## config.mk

```make
export PLATFORM = sky130hd
export DESIGN_NAME = nibble_link_port
export DESIGN_NICKNAME = d
export VERILOG_FILES = /design/src/hdl/nlp_pkg.sv /design/src/hdl/nibble_link_port.sv /design/src/hdl/nlp_sync.sv
export SDC_FILE = /design/constraint.sdc
export NUM_CORES = 1
export LEC_CHECK = 0
export BUFFER_PORTS_ARGS = -buffer_cell sky130_fd_sc_hd__buf_2
export CAP_MARGIN = 20
export CELL_PAD_IN_SITES_DETAIL_PLACEMENT = 1
export CELL_PAD_IN_SITES_GLOBAL_PLACEMENT = 1
export CORE_MARGIN = 2
export CORE_UTILIZATION = 40
export DETAILED_ROUTE_END_ITERATION = 6
export PLACE_DENSITY_LB_ADDON = 0.1
export SYNTH_ARGS = -nofsm -noshare
export SYNTH_HDL_FRONTEND = slang
export SYNTH_SLANG_ARGS = --single-unit
```

## constraint.sdc

```tcl
create_clock -name clk -period 2.6 [get_ports clk]
set_input_delay 0.13 -clock clk [delete_from_list [all_inputs] [get_ports clk]]
set_output_delay 0.13 -clock clk [all_outputs]
set_load 0.03 [all_outputs]
```

## src/hdl/nlp_pkg.sv

```systemverilog
// Package of constants and types for the nibble link port
package nlp_pkg;
    // ==========================================
    // Widths and counts
    localparam int NIBBLE_W = 4;
    localparam int WORD_W = 32;
    localparam int NIBBLES_PER_WORD = WORD_W / NIBBLE_W;
    localparam int NIB_CNT_W = 3;
    localparam int NUM_BUFFERS = 6;
    localparam int MAP_W = 3;
    localparam int ENABLE_LATENCY = 2;
    localparam int RATE_CNT_W = 2;
    localparam logic [NIB_CNT_W-1:0] NIB_LAST = 3'h7;
    localparam logic [1:0] RATE_RESET = 2'h1;

    // ==========================================
    // Strobe-to-core ratio codes
    typedef enum logic [1:0] {
        NLP_RATE_1 = 2'h0,
        NLP_RATE_2 = 2'h1,
        NLP_RATE_3 = 2'h2,
        NLP_RATE_4 = 2'h3
    } nlp_rate_e;

    // ==========================================
    // Link pin bundles
    typedef struct packed {
        logic strobe;
        logic [NIBBLE_W-1:0] nibble;
        logic ack;
    } nlp_pins_in_s;

    typedef struct packed {
        logic strobe;
        logic strobeOe;
        logic [NIBBLE_W-1:0] nibble;
        logic nibbleOe;
        logic ack;
        logic ackOe;
    } nlp_pins_out_s;

    typedef logic [MAP_W-1:0] nlp_map_t;
endpackage : nlp_pkg

```

## src/hdl/nibble_link_port.sv

```systemverilog
// Nibble link port: transmit and receive ends of one link
`timescale 1ns/1ps
// How it works
// - port active two core cycles after enable
// - receiver drops acknowledge only when nearly full
// - transmitter checks acknowledge on first nibble only
// - nibbles after the first launched on the same clock edge as rising strobe; first nibble on word load
// - receiver captures nibble on falling strobe edge
// - stalled transmitter resumes after acknowledge returns high
// - reset map assigns buffer n to port n
// - strobe ratio one, half, third or quarter
module nibble_link_port (
    // Clock and reset
    input wire logic clk,
    input wire logic rst_b,
    // Control
    input wire logic portEnable,
    input wire logic txMode,
    input wire nlp_pkg::nlp_rate_e strobeRate,
    input wire logic [nlp_pkg::NUM_BUFFERS*nlp_pkg::MAP_W-1:0] mapWrite,
    input wire logic mapWriteEn,
    output logic [nlp_pkg::NUM_BUFFERS*nlp_pkg::MAP_W-1:0] bufferToPortMap,
    output logic portActive,
    // Transmit words
    input wire logic txValid,
    input wire logic [nlp_pkg::WORD_W-1:0] txWord,
    output logic txReady,
    // Receive words
    output logic rxValid,
    output logic [nlp_pkg::WORD_W-1:0] rxWord,
    input wire logic rxAlmostFull,
    // Link pins
    input wire nlp_pkg::nlp_pins_in_s pinsIn,
    output nlp_pkg::nlp_pins_out_s pinsOut
);
    import nlp_pkg::*;

    typedef enum logic [3:0] {
        TX_IDLE = 4'h1,
        TX_HIGH = 4'h2,
        TX_LOW = 4'h4,
        TX_STALL = 4'h8
    } nlp_tx_e;

    logic [ENABLE_LATENCY-1:0] enPipe_q;
    logic [RATE_CNT_W-1:0] divCnt_q;
    logic divTick;
    nlp_tx_e txState_q;
    logic [WORD_W-1:0] txShift_q;
    logic [NIB_CNT_W-1:0] txCnt_q;
    logic strobeOut_q;
    logic [WORD_W-1:0] rxShift_q;
    logic [NIB_CNT_W-1:0] rxCnt_q;
    logic ackOut_q;
    logic strobeSync;
    logic strobePrev_q;
    logic [NIBBLE_W-1:0] nibSync;
    logic ackSync;
    logic rxFall;
    logic rxRise;
    logic txLoad;
    logic txLaunch;
    nlp_map_t mapEntry_q [NUM_BUFFERS];

    // ==========================================
    // Pin synchronisers
    nlp_sync #(.W(NIBBLE_W + 2)) u_sync (
        .clk(clk),
        .rst_b(rst_b),
        .asyncIn({pinsIn.strobe, pinsIn.nibble, pinsIn.ack}),
        .syncOut({strobeSync, nibSync, ackSync})
    );

    // ==========================================
    // Enable latency
    always_ff @(posedge clk or negedge rst_b) begin
        if (!rst_b) begin
            enPipe_q <= '0;
        end else begin
            enPipe_q <= {enPipe_q[ENABLE_LATENCY-2:0], portEnable};
        end
    end
    assign portActive = enPipe_q[ENABLE_LATENCY-1] & portEnable;

    // ==========================================
    // Buffer-to-port map
    for (genvar g = 0; g < NUM_BUFFERS; g++) begin : g_map
        always_ff @(posedge clk or negedge rst_b) begin
            if (!rst_b) begin
                mapEntry_q[g] <= MAP_W'(g);
            end else if (mapWriteEn) begin
                mapEntry_q[g] <= mapWrite[g*MAP_W +: MAP_W];
            end
        end
        assign bufferToPortMap[g*MAP_W +: MAP_W] = mapEntry_q[g];
    end

    // ==========================================
    // Strobe rate divider
    always_ff @(posedge clk or negedge rst_b) begin
        if (!rst_b) begin
            divCnt_q <= '0;
        end else if (divTick) begin
            divCnt_q <= '0;
        end else begin
            divCnt_q <= divCnt_q + 2'h1;
        end
    end
    assign divTick = (divCnt_q == RATE_CNT_W'(strobeRate));

    // ==========================================
    // Transmitter
    assign txReady = portActive & txMode & (txState_q == TX_IDLE);
    assign txLoad = divTick & txReady & txValid;
    assign txLaunch = divTick & portActive & txMode
        & (txState_q == TX_LOW) & (txCnt_q != '0);

    // ==========================================
    // Transmit shift register
    always_ff @(posedge clk or negedge rst_b) begin
        if (!rst_b) begin
            txShift_q <= '0;
        end else if (txLoad) begin
            txShift_q <= txWord;
        end else if (txLaunch) begin
            txShift_q <= {txShift_q[WORD_W-NIBBLE_W-1:0], 4'h0};
        end
    end

    // ==========================================
    // Transmit state machine
    always_ff @(posedge clk or negedge rst_b) begin
        if (!rst_b) begin
            txState_q <= TX_IDLE;
            txCnt_q <= '0;
            strobeOut_q <= 1'b0;
        end else if (!(portActive && txMode)) begin
            txState_q <= TX_IDLE;
            strobeOut_q <= 1'b0;
        end else if (divTick) begin
            case (txState_q)
                TX_IDLE: begin
                    if (txValid) begin
                        txCnt_q <= '0;
                        txState_q <= TX_LOW;
                    end
                end
                TX_LOW: begin
                    if (txCnt_q == '0 && !ackSync) begin
                        txState_q <= TX_STALL;
                    end else begin
                        strobeOut_q <= 1'b1;
                        txState_q <= TX_HIGH;
                    end
                end
                TX_STALL: begin
                    if (ackSync) begin
                        strobeOut_q <= 1'b1;
                        txState_q <= TX_HIGH;
                    end
                end
                TX_HIGH: begin
                    strobeOut_q <= 1'b0;
                    if (txCnt_q == NIB_LAST) begin
                        txState_q <= TX_IDLE;
                    end else begin
                        txCnt_q <= txCnt_q + 3'h1;
                        txState_q <= TX_LOW;
                    end
                end
                default: txState_q <= TX_IDLE;
            endcase
        end
    end

    // ==========================================
    // Receiver
    assign rxFall = strobePrev_q & ~strobeSync;
    assign rxRise = ~strobePrev_q & strobeSync;

    always_ff @(posedge clk or negedge rst_b) begin
        if (!rst_b) begin
            strobePrev_q <= 1'b0;
            rxShift_q <= '0;
            rxCnt_q <= '0;
            rxValid <= 1'b0;
            rxWord <= '0;
        end else begin
            strobePrev_q <= strobeSync;
            rxValid <= 1'b0;
            if (!(portActive && !txMode)) begin
                rxCnt_q <= '0;
            end else if (rxFall) begin
                rxShift_q <= {rxShift_q[WORD_W-NIBBLE_W-1:0], nibSync};
                rxCnt_q <= rxCnt_q + 3'h1;
                if (rxCnt_q == NIB_LAST) begin
                    rxValid <= 1'b1;
                    rxWord <= {rxShift_q[WORD_W-NIBBLE_W-1:0], nibSync};
                end
            end
        end
    end

    always_ff @(posedge clk or negedge rst_b) begin
        if (!rst_b) begin
            ackOut_q <= 1'b1;
        end else if (rxRise && rxCnt_q == 3'h1) begin
            ackOut_q <= ~rxAlmostFull;
        end else if (!rxAlmostFull) begin
            ackOut_q <= 1'b1;
        end
    end

    // ==========================================
    // Pin drive
    always_comb begin
        pinsOut.strobe = strobeOut_q;
        pinsOut.strobeOe = portActive & txMode;
        pinsOut.nibble = txShift_q[WORD_W-1 -: NIBBLE_W];
        pinsOut.nibbleOe = portActive & txMode;
        pinsOut.ack = ackOut_q;
        pinsOut.ackOe = portActive & ~txMode;
    end
endmodule : nibble_link_port

```

## src/hdl/nlp_sync.sv

```systemverilog
// Two-flop synchroniser bank for link pin inputs
`timescale 1ns/1ps
module nlp_sync #(
    parameter int W = 1
) (
    // Clock and reset
    input wire logic clk,
    input wire logic rst_b,
    // Data
    input wire logic [W-1:0] asyncIn,
    output logic [W-1:0] syncOut
);
    logic [W-1:0] meta_q;

    // ==========================================
    // Synchroniser stages
    always_ff @(posedge clk or negedge rst_b) begin
        if (!rst_b) begin
            meta_q <= '0;
            syncOut <= '0;
        end else begin
            meta_q <= asyncIn;
            syncOut <= meta_q;
        end
    end
endmodule : nlp_sync

```

==> results of run 1 <==
layout by cell type (no fill, tap or decap), types with 2 or more instances in the layout:
cell,netlist,routed
buf_2,9,125
clkbuf_1,3,2
a211oi_1,2,2
dfrtp_1,131,131
xnor2_1,2,2
nand2b_1,3,3
dfstp_2,9,9
a221oi_1,5,5
nor4_1,2,2
a21boi_0,8,8
bufinv_16,0,5
o21ai_0,13,13
nand3b_1,2,2
ha_1,6,6
buf_4,11,10
nand2_1,12,12
xor2_1,3,3
mux2i_1,3,3
clkinvlp_4,0,2
a21oi_1,11,11
a221o_1,24,24
a21boi_1,12,12
mux2_2,78,78
nor2_1,7,7
clkinv_2,0,4
nand4_1,3,3
dlygate4sd3_1,0,59
nand3_1,3,3
nor2_2,2,2
clkbuf_16,0,17
inv_1,18,18
critical path, delay by kind of cell (launching register included):
kind	cells	cell delay, ns
buffers and inverters	1	0.30
AO/OA/AOI/OAI	3	0.62
AND/OR/NAND/NOR	1	0.61
flip-flops	1	0.61
worst max-delay path by stage:
stage,start,endpoint,slack [ns],cells after the start
final,txState_q[0],txShift_q[22],0.34,5
after floorplan,txState_q[0],txShift_q[0],0.41,8
after global routing,txState_q[0],txShift_q[21],0.21,5
after CTS,txState_q[0],txShift_q[21],0.33,5
after global placement,txState_q[0],txShift_q[18],0.45,5
after detailed placement,txState_q[0],txShift_q[21],0.37,5
timing repair:
item                      4_1_cts  5_1_grt
buffers inserted                0        0
gates resized for setup         0        0
hold buffers                   59        0
hold endpoints to repair      116        0
stage by stage:
step | hold slack, ns | cells | power (mW)
floorplan | -0.1656 | 405 | 3.373
global placement | 0.1536 | 693 | 3.623
detailed placement | 0.1579 | 693 | 3.681
CTS | 0.1740 | 784 | 6.407
global route | 0.2152 | 784 | 6.661
finish | 0.1848 | 784 | 6.333
registers in the layout, indices dropped and copies added (netlist names):
register and flops:
rxCnt_q 3, divCnt_q 2, u_sync.meta_q 6, txCnt_q 3
u_sync.syncOut 6, txShift_q 32, strobePrev_q 1, rxWord 32
strobeOut_q 1, txState_q 4, enPipe_q 2, bufferToPortMap 18
rxValid 1, rxShift_q 28, ackOut_q 1
power by group through the flow:
| stage | Clock (mW) | Sequential (mW) | Combinational [mW] |
|---|---|---|---|
| after floorplan | 0 | 2.73 | 0.646 |
| after global placement | 0 | 2.73 | 0.897 |
| after detailed placement | 0 | 2.74 | 0.944 |
| after CTS | 2.69 | 2.70 | 1.02 |
| after global routing | 2.79 | 2.75 | 1.13 |
| final | 2.62 | 2.70 | 1.01 |
area by class of cell:
cell class / instances / area (um^2)
clock buffer: 20 / 446.7
clock inverter: 12 / 193.9
fill: 1410 / 6186
inverter: 18 / 67.56
multi-input combinational: 218 / 1924
sequential: 140 / 3515
tap: 180 / 225.2
timing repair buffer: 196 / 1323
layer usage:
metal,up-vias,GRT usage [%],share of wire [%]
met4,0,6.889,1.4
met2,74,31.94,53
met1,2021,23.04,43
met5,-,0,0
li1,1826,-,-
met3,15,4.613,3.5
logic make-up (layout without fill, tap and decap cells):
group | after synthesis | in the layout | share of synthesized area [%]
DFF | 140 | 140 | 61.84
AOI/OAI and AO/OA | 80 | 80 | 11.12
muxes | 81 | 81 | 15.98
adders and majority gates | 6 | 6 | 1.321
xor gates and xnor gates | 5 | 5 | 0.7707
and+or+nand+nor | 46 | 46 | 4.535
buffers and inverters | 47 | 246 | 4.425
==> metrics.md, run 1 <==
| Metric | Value |
|---|---|
| Dominant synthesized flop cell | dfrtp_1 |
| Vias in the first global route | roughly 4,300 |
| Initial Util | 40.94% |
| Share of cells above drive strength 1 | 43.38% |
| Crit path DAT | 2.56 ns |
| Yosys top cell area share | 57.68% |
| Yosys warnings | 0 |
| Placement Setup Slack | around 0.37 ns |
| Slowest cell on crit path | dfstp_2 |
| I/O Buffers | 126 |
| Wirelength, routed | 13,240 um |
| Required time of the critical path | 2.90 ns |
| Reg-to-Reg End | txShift_q[22] |
| Die Height | about 120 um |
| Clk network pwr share | 41.4% |
| Seq pwr share | approximately 43% |
| CP max stage delay | 0.61 ns |
| Drt initial violations | 248 |
| Fmax | roughly 440 MHz |
| Net Sw Frac | 25.57% |
| Worst Skew | 0.007323 ns |
| Async S/R FF share, synth | 100.0% |
| Final Hold Vio Count | 0 |
| R2R Setup Slk | about 0.34 ns |
| CTS clk-pin slew, worst paths | 0.06 ns |
| Synth area leader | dfrtp_1 |
| H-tree lvl count | 4 |
| Largest net degree at the start of global routing | 65 |
| Clk Latency, worst-skew pair | 0.42 ns |
| Period minus WS final | 2.257 ns |
| DRT antenna net count | 0 |
| Final net count | 662 |
| Via/cell ratio | between 5 and 6 |
| Min setup slack post-route | around 0.34 ns |
| PD cells | 823.0 mW/mm^2 |
| Drt first pass iters | 4 |
| RSZ-0062 raised after global routing | no |
| Worst min path class | in2reg |
| Post-synth EDFFs | 0 |
| P_int | 4.713 mW |
| Placer Congestion | 0.7980 |
| Worst Setup End Kind | flop |
| Startpoint types | flop |
| Detail Placement HPWL | between 8000 and 9000 um |
| Post-synth top cells | dfrtp_1 (131), mux2_2 (78), a221o_1 (24) |
| Slew @ Worst Pin | 0.5997 ns |
| Area Overhead vs Synth | 35.40% |
| Drt drc | 0 |
| Dominant cells by area after synthesis | dfrtp_1 (58%), mux2_2 (15%), a221o_1 (4.2%) |
| Post-synthesis instance area | 0.005683 mm^2 |
| Post-placement cell area | 0.006464 mm^2 |
| Gr usage total | 18.74% |
| Combinational cell fraction of total power | 15.9% |
| Syn Nets | 476 |
| Final slew viol count | 0 |
| WL per Instance | 16.88 um |
| TritonCTS clock tree | yes |
| Hold Path Cell Cnt | 3 |
| Fin crit share | around 87% |
| Clk buf depth | 2 |
| Initial antenna violation count | 0 |
| FF+latch count, synth | 140 |
| # diodes | 0 |
| Unique masters post-synth | 44 |
| Layout Utilization | 55.44% |
| Post-route design area | 0.007695 mm^2 |
| Crit Reg-Reg Startpoint | txState_q[0] |
| Run status | finished, final reports clean |
| First-pass GRT wire length | approximately 22,000 um |
| CTS Root Cell | clkbuf_16 |
| Core Box Area | 0.01388 mm^2 |
| Num CTS Buffers | 17 |
| I/O Pins | around 130 |
| VDD IR max | around 570 uV |
| Hold Startpoint | txMode |
| Clock sink count | 140 |
| Hold Path Sink | rxCnt_q[2] |
| R2R cell count | 5 |
| NetSw | 1.620 mW |
| Slew HR | 60.02% |
| Die ar. | 0.01518 mm^2 |
| Sum of negative setup slack | 0 ns |
| Mean Syn Cell Area | 14.03 um^2 |
| Top-count cell post-synth | dfrtp_1 |
| Crit Path Max Fanout | 28 |
| GRT overflow | 0 |
| Setup Crit Path Kind | reg2reg |
| Chip Width | 123.2 um |
| Max_cap viols | 0 |
| DR vias | 3,936 |
| Leak | 3.836 nW |
| Cell Chain, Critical Path | or4b_1 > o2bb2ai_4 > buf_4 > a21boi_0 > a221o_1 |
| Rows | 43 |
| Mapped Cells | slightly above 400 |
| Seq/Total Area, Yosys | 61.85% |
| # setup viols final | 0 |
Power figures use the tool's default switching activity.
==> run 2: changes to the inputs <==
- CTS_BUF_LIST: unset -> sky130_fd_sc_hd__clkbuf_4 sky130_fd_sc_hd__clkbuf_8
==> metrics.md, run 2 (same netlist as run 1, synthesis figures left out) <==
| Metric | Value |
|---|---|
| Wirelength, routed | between 10,000 and 15,000 um |
| Period minus WS final | 2.255 ns |
| Crit Reg-Reg Startpoint | txState_q[0] |
| Fmax | 443.5 MHz |
| # resized after CTS | 0 |
| Rows | 43 |
| Largest net degree at the start of global routing | 65 |
| PD cells | about 760 mW/mm^2 |
| Commonest non-fill, non-tap cell in the layout | dfrtp_1 |
| Setup Crit Path Kind | reg2reg |
| Slew @ Worst Pin | 0.5955 ns |
| Clk buf depth | 2 |
| Drt first pass iters | 5 |
| Post-CTS setup repair buffer count | 0 |
| Drt initial violations | roughly 230 |
| Gr usage total | ~19% |
| Reg-to-Reg End | txShift_q[22] |
| Slowest cell on crit path | dfstp_2 |
| Hold Path Sink | rxCnt_q[1] |
| RSZ-0062 raised after global routing | no |
| Crit path DAT | 2.58 ns |
| H-tree lvl count | 4 |
| Vias in the first global route | 4,217 |
| Core Box Area | 0.01388 mm^2 |
| CP Launch Point | txState_q[0] |
| Initial Util | a little over 40% |
| Multi-input logic area | roughly 0.0019 mm^2 |
| Worst Skew | 0.01019 ns |
| Via/cell ratio | 4.964 |
| Leak | around 3.8 nW |
| Worst min path class | in2reg |
| Chip Width | 123.2 um |
| GRT overflow | 0 |
| Area Overhead vs Synth | 32.17% |
| Cell Chain, Critical Path | or4b_1 > o2bb2ai_4 > buf_4 > a21boi_0 > a221o_1 |
| DR vias | 3,892 |
| Clock sink count | 140 |
| Crit Path Max Fanout | 28 |
| Final Hold Vio Count | 0 |
| Storage element area | 0.003515 mm^2 |
| R2R Setup Slk | approximately 0.35 ns |
| # diodes | 0 |
| Min Hold Slack | 0.1638 ns |
| Slew HR | 60.30% |
| CTS clk-pin slew, worst paths | around 0.080 ns |
| Worst Setup End Kind | flop |
| Die ar. | 0.01518 mm^2 |
| Fin crit share | about 87% |
| Hold Path Cell Cnt | 3 |
| I/O Pins | between 100 and 150 |
| Sum of negative setup slack | 0 ns |
| Final net count | 662 |
| Clk Latency, worst-skew pair | about 0.44 ns |
| First-pass GRT wire length | 21,420 um |
| Run status | finished, final reports clean |
| WL per Instance | roughly 17 um |
| Die Height | 123.2 um |
| # setup viols final | 0 |
| Detail Placement HPWL | 8305 um |
| DRT antenna net count | 0 |
| Worst Path Buf+Inv | 1 |
| R2R cell count | 5 |
| Largest regs | rxWord (32), txShift_q (32), rxShift_q (28) |
| Startpoint types | flop |
| CP max stage delay | 0.61 ns |
| CP delay by family, top | compound AO/OA/AOI/OAI gates |
| Max_cap viols | 0 |
| Required time of the critical path | between 2 and 3 ns |
| Most frequent cells in the layout | dfrtp_1 (131), buf_2 (125), mux2_2 (78), dlygate4sd3_1 (59), a221o_1 (24) |
| CTS Root Cell | clkbuf_8 |
| Hold Startpoint | txMode |
| Initial antenna violation count | 0 |
| # fillers | approximately 1,400 |
| Placer Congestion | 0.7980 |
| Drt drc | 0 |
| TritonCTS clock tree | yes |
| Share of cells above drive strength 1 | 43.71% |
| VDD IR max | 546.7 uV |
| Final slew viol count | 0 |
| I/O Buffers | 126 |
| Num CTS Buffers | 17 |
-- run 2: cell counts in the layout (fill, tap and decap cells not counted) --
Identical to the previous run, type by type.
-- run 2: per-stage QoR --
stage	instances	util (%)	total power [mW]	area [um^2]	setup slack, ns
2_1_floorplan	405	-	3.373	5683	0.4130
3_3_place_gp	693	46.57	3.623	6464	0.4466
3_5_place_dp	693	46.57	3.681	6464	0.3686
4_1_cts	784	54.11	5.778	7511	0.3308
5_1_grt	784	54.11	6.043	7511	0.2082
6_report	784	54.11	5.700	7511	0.3454
-- run 2: layout make-up --
class,count,area share (%)
flip-flops and latches,140,46.79
multi-input cells,218,25.62
repair buffers,196,17.61
clock buffers,20,3.498
well taps,180,2.999
clock inverters,12,2.582
inverters,18,0.8996
-- run 2: how the worst max path moves through the flow --
stage | to | slack (ns) | depth (start not counted)
after global routing | txShift_q[21] | 0.21 | 5
after global placement | txShift_q[18] | 0.45 | 5
after detailed placement | txShift_q[21] | 0.37 | 5
final | txShift_q[22] | 0.35 | 5
after floorplan | txShift_q[0] | 0.41 | 8
after CTS | txShift_q[21] | 0.33 | 5
-- run 2: worst min-delay path: stages --
cell      delay [ns]
buf_2           0.09
nand3b_1        0.26
a211oi_1        0.07
-- run 2: repair_timing --
item / in CTS / in global routing
setup endpoints to repair: 0 / 0
hold buffers: 59 / 0
endpoints found under the hold margin: 116 / 0
-- run 2: report_power, final --
part | internal (mW) | total [mW] | switching (mW)
sequential | 2.51 | 2.70 | 0.191
clock | 1.18 | 2.00 | 0.811
combinational | 0.480 | 1.01 | 0.526
-- run 2: routing by layer --
layer,vias to the layer above,share of wire [%],GRT usage [%],wire length [um]
met5,-,0,0,0
met1,1982,42,23.14,5502
met3,12,3.7,5.258,476
met4,0,1.0,6.037,130
met2,75,53,31.15,6851
li1,1823,-,-,-
==> run 3: changes to the inputs <==
--- a/config.mk
+++ b/config.mk
@@ -7,2 +7,3 @@
 export LEC_CHECK = 0
+export ABC_AREA = 1
 export BUFFER_PORTS_ARGS = -buffer_cell sky130_fd_sc_hd__buf_2
@@ -16,2 +17,3 @@
 export PLACE_DENSITY_LB_ADDON = 0.1
+export REMOVE_ABC_BUFFERS = 1
 export SYNTH_ARGS = -nofsm -noshare
--- a/constraint.sdc
+++ b/constraint.sdc
@@ -3,2 +3,2 @@
 set_output_delay 0.13 -clock clk [all_outputs]
-set_load 0.03 [all_outputs]
+set_load 0.02 [all_outputs]
==> metrics.md, run 3 <==
| Metric | Value |
|---|---|
| Run status | finished, final reports clean |
| # diodes | 0 |
| Slowest cell on crit path | dfrtp_1 |
| CP max stage delay | 0.41 ns |
| Seq/Total Area, Yosys | 57.94% |
| Final net count | 836 |
| Rows | 45 |
| Slew @ Worst Pin | between 0.9 and 1 ns |
| Detail Placement HPWL | 9192 um |
| Core Box Area | approximately 0.015 mm^2 |
| VDD IR max | 382.8 uV |
| Post-synthesis instance area | 0.006066 mm^2 |
| Via/cell ratio | 4.890 |
| GRT overflow | 0 |
| # fillers | 1,709 |
| Worst Setup End Kind | flop |
| Async S/R FF share, synth | 100.0% |
| Required time of the critical path | 2.95 ns |
| Multi-input logic area | 0.002083 mm^2 |
| Yosys top cell area share | a little over half |
| Min Hold Slack | ~0.017 ns |
| Initial antenna violation count | 0 |
| Area Overhead vs Synth | 27.02% |
| Mapped Cells | just under 600 |
| Sum of negative setup slack | 0 ns |
| Slew HR | 38.80% |
| Storage element area | 0.003515 mm^2 |
| Commonest non-fill, non-tap cell in the layout | dfrtp_1 |
| Post-synth EDFFs | 0 |
| Period minus WS final | between 1.5 and 2 ns |
| Dominant cells by area after synthesis | dfrtp_1 (54%), nand2_1 (7.5%), nand3_1 (4.5%) |
| Drt drc | 0 |
| Drt initial violations | 222 |
| Initial Util | around two fifths |
| Clock sink count | 140 |
| Placer Congestion | 0.7783 |
| Dominant synthesized flop cell | dfrtp_1 |
| CP delay by family, top | simple AND/OR/NAND/NOR gates |
| Post-synth top cells | dfrtp_1 (131), nand2_1 (122), nand3_1 (54) |
| Post-CTS setup repair buffer count | 0 |
| Share of cells above drive strength 1 | a little under a third |
| Most frequent cells in the layout | dfrtp_1 (131), buf_2 (125), nand2_1 (121), dlygate4sd3_1 (57), nand3_1 (54) |
| Die ar. | 0.01617 mm^2 |
| I/O Buffers | 126 |
| Setup Crit Path Kind | reg2reg |
| RSZ-0062 raised after global routing | no |
| Chip Width | approximately 130 um |
| CTS clk-pin slew, worst paths | 0.08 ns |
| Largest net degree at the start of global routing | slightly above 60 |
| First-pass GRT wire length | 24,480 um |
| FF+latch count, synth | 140 |
| Crit Path Max Fanout | 32 |
| Top-count cell post-synth | dfrtp_1 |
| Unique masters post-synth | 25 |
| Mean Syn Cell Area | 10.18 um^2 |
| Tot Pwr | about 5.4 mW |
| Crit path DAT | 2.13 ns |
| Yosys warnings | 0 |
| Max_cap viols | 0 |
| H-tree lvl count | 4 |
| Placement Setup Slack | just over 0.8 ns |
| Cell Chain, Critical Path | inv_1 > ha_1 > nand2_1 > nand3_2 > buf_4 > nand2_1 > nor2_1 > nor2_1 |
| TritonCTS clock tree | yes |
| Drt first pass iters | 4 |
| Fmax | 561.8 MHz |
| DRT antenna net count | 0 |
| Fin crit share | 68.46% |
| Worst Skew | 0.009162 ns |
| Final slew viol count | 0 |
| Gr usage total | 19.23% |
| Startpoint types | flop |
| Worst Path Buf+Inv | 2 |
| # setup viols final | 0 |
| Clk Latency, worst-skew pair | around 0.45 ns |
| Largest regs | rxWord (32), txShift_q (32), rxShift_q (28) |
| Wirelength, routed | approximately 15,000 um |
| Synth area leader | dfrtp_1 |
| Worst min path class | in2reg |
| CTS Root Cell | clkbuf_8 |
| Min setup slack post-route | a little over 0.8 ns |
| Leak | 3.885 nW |
| Clk buf depth | 2 |
| PD cells | 702.5 mW/mm^2 |
| Die Height | about 130 um |
| Final Hold Vio Count | 0 |
| DR vias | 4,724 |
| Vias in the first global route | 5,080 |
| Num CTS Buffers | 17 |
| I/O Pins | 127 |
| WL per Instance | 15.04 um |
-- run 3: cell types whose count changed after synthesis, moves of 31 or more --
| cell | delta |
|---|---|
| nand2_1 | +110 |
| inv_1 | +31 |
| mux2_2 | -60 |
| o21ai_0 | +40 |
| nand3_1 | +51 |
| nand4_1 | +37 |
-- run 3: where the power goes --
part	leakage, nW	switching (mW)	internal [mW]
logic	1.88	0.572	0.401
clock network	0.184	0.868	0.847
registers	1.82	0.196	2.53
-- run 3: logic make-up after synthesis --
kind of cell,after synthesis,synth area share (%)
flops,140,57.94
compound gates,64,5.280
buf+inv,93,7.756
simple gates,275,24.44
fa+ha+maj,6,1.238
mux,18,3.342
-- run 3: worst paths after layout --
check | slack [ns] | cells after the start | start | endpoint
setup / recovery | 0.82 | 8 | txCnt_q[0] | txShift_q[16]
hold / removal | 0.02 | 5 | txWord[14] | txShift_q[14]
min in group asynchronous | 0.17 | 2 | rst_b | rxWord[28]
hold reg to reg | 0.36 | 0 | u_sync.meta_q[0] | u_sync.syncOut[0]
max in group asynchronous | 1.59 | 3 | rst_b | bufferToPortMap[15]
setup reg to reg | 0.82 | 8 | txCnt_q[0] | txShift_q[16]
-- run 3: stage by stage --
stage,utilization (%),std cells,cell area [um^2]
2_1_floorplan,-,556,5799
3_3_place_gp,44.91,877,6751
3_5_place_dp,44.91,877,6751
4_1_cts,51.25,966,7705
5_1_grt,51.25,966,7705
6_report,51.25,966,7705
-- run 3: area by class of cell --
| class | instances | area share (%) |
|---|---|---|
| tap | 188 | 3.053 |
| timing repair buffer | 190 | 16.68 |
| inverter | 53 | 2.647 |
| clock buffer | 17 | 3.037 |
| multi-input combinational | 363 | 27.04 |
| clock inverter | 15 | 1.932 |
| sequential | 140 | 45.62 |
-- run 3: timing repair --
item / 4_1_cts / 5_1_grt
gates resized for setup: 0 / 0
endpoints found under the hold margin: 99 / 0
hold buffers: 57 / 0
-- run 3: layer usage --
| layer | wire length, um | vias up | GRT usage [%] |
|---|---|---|---|
| met1 | 6431 | 2305 | 24.42 |
| met2 | 7142 | 103 | 31.28 |
| met4 | 199 | 0 | 7.175 |
| li1 | - | 2299 | - |
| met5 | 0 | - | 0 |
| met3 | 758 | 17 | 5.779 |
-- run 3: worst reg2reg max path: stages (launching register included) --
cell	delay (ns)
dfrtp_1	0.41
inv_1	0.09
ha_1	0.14
nand2_1	0.28
nand3_2	0.17
buf_4	0.35
nand2_1	0.10
nor2_1	0.09
nor2_1	0.04
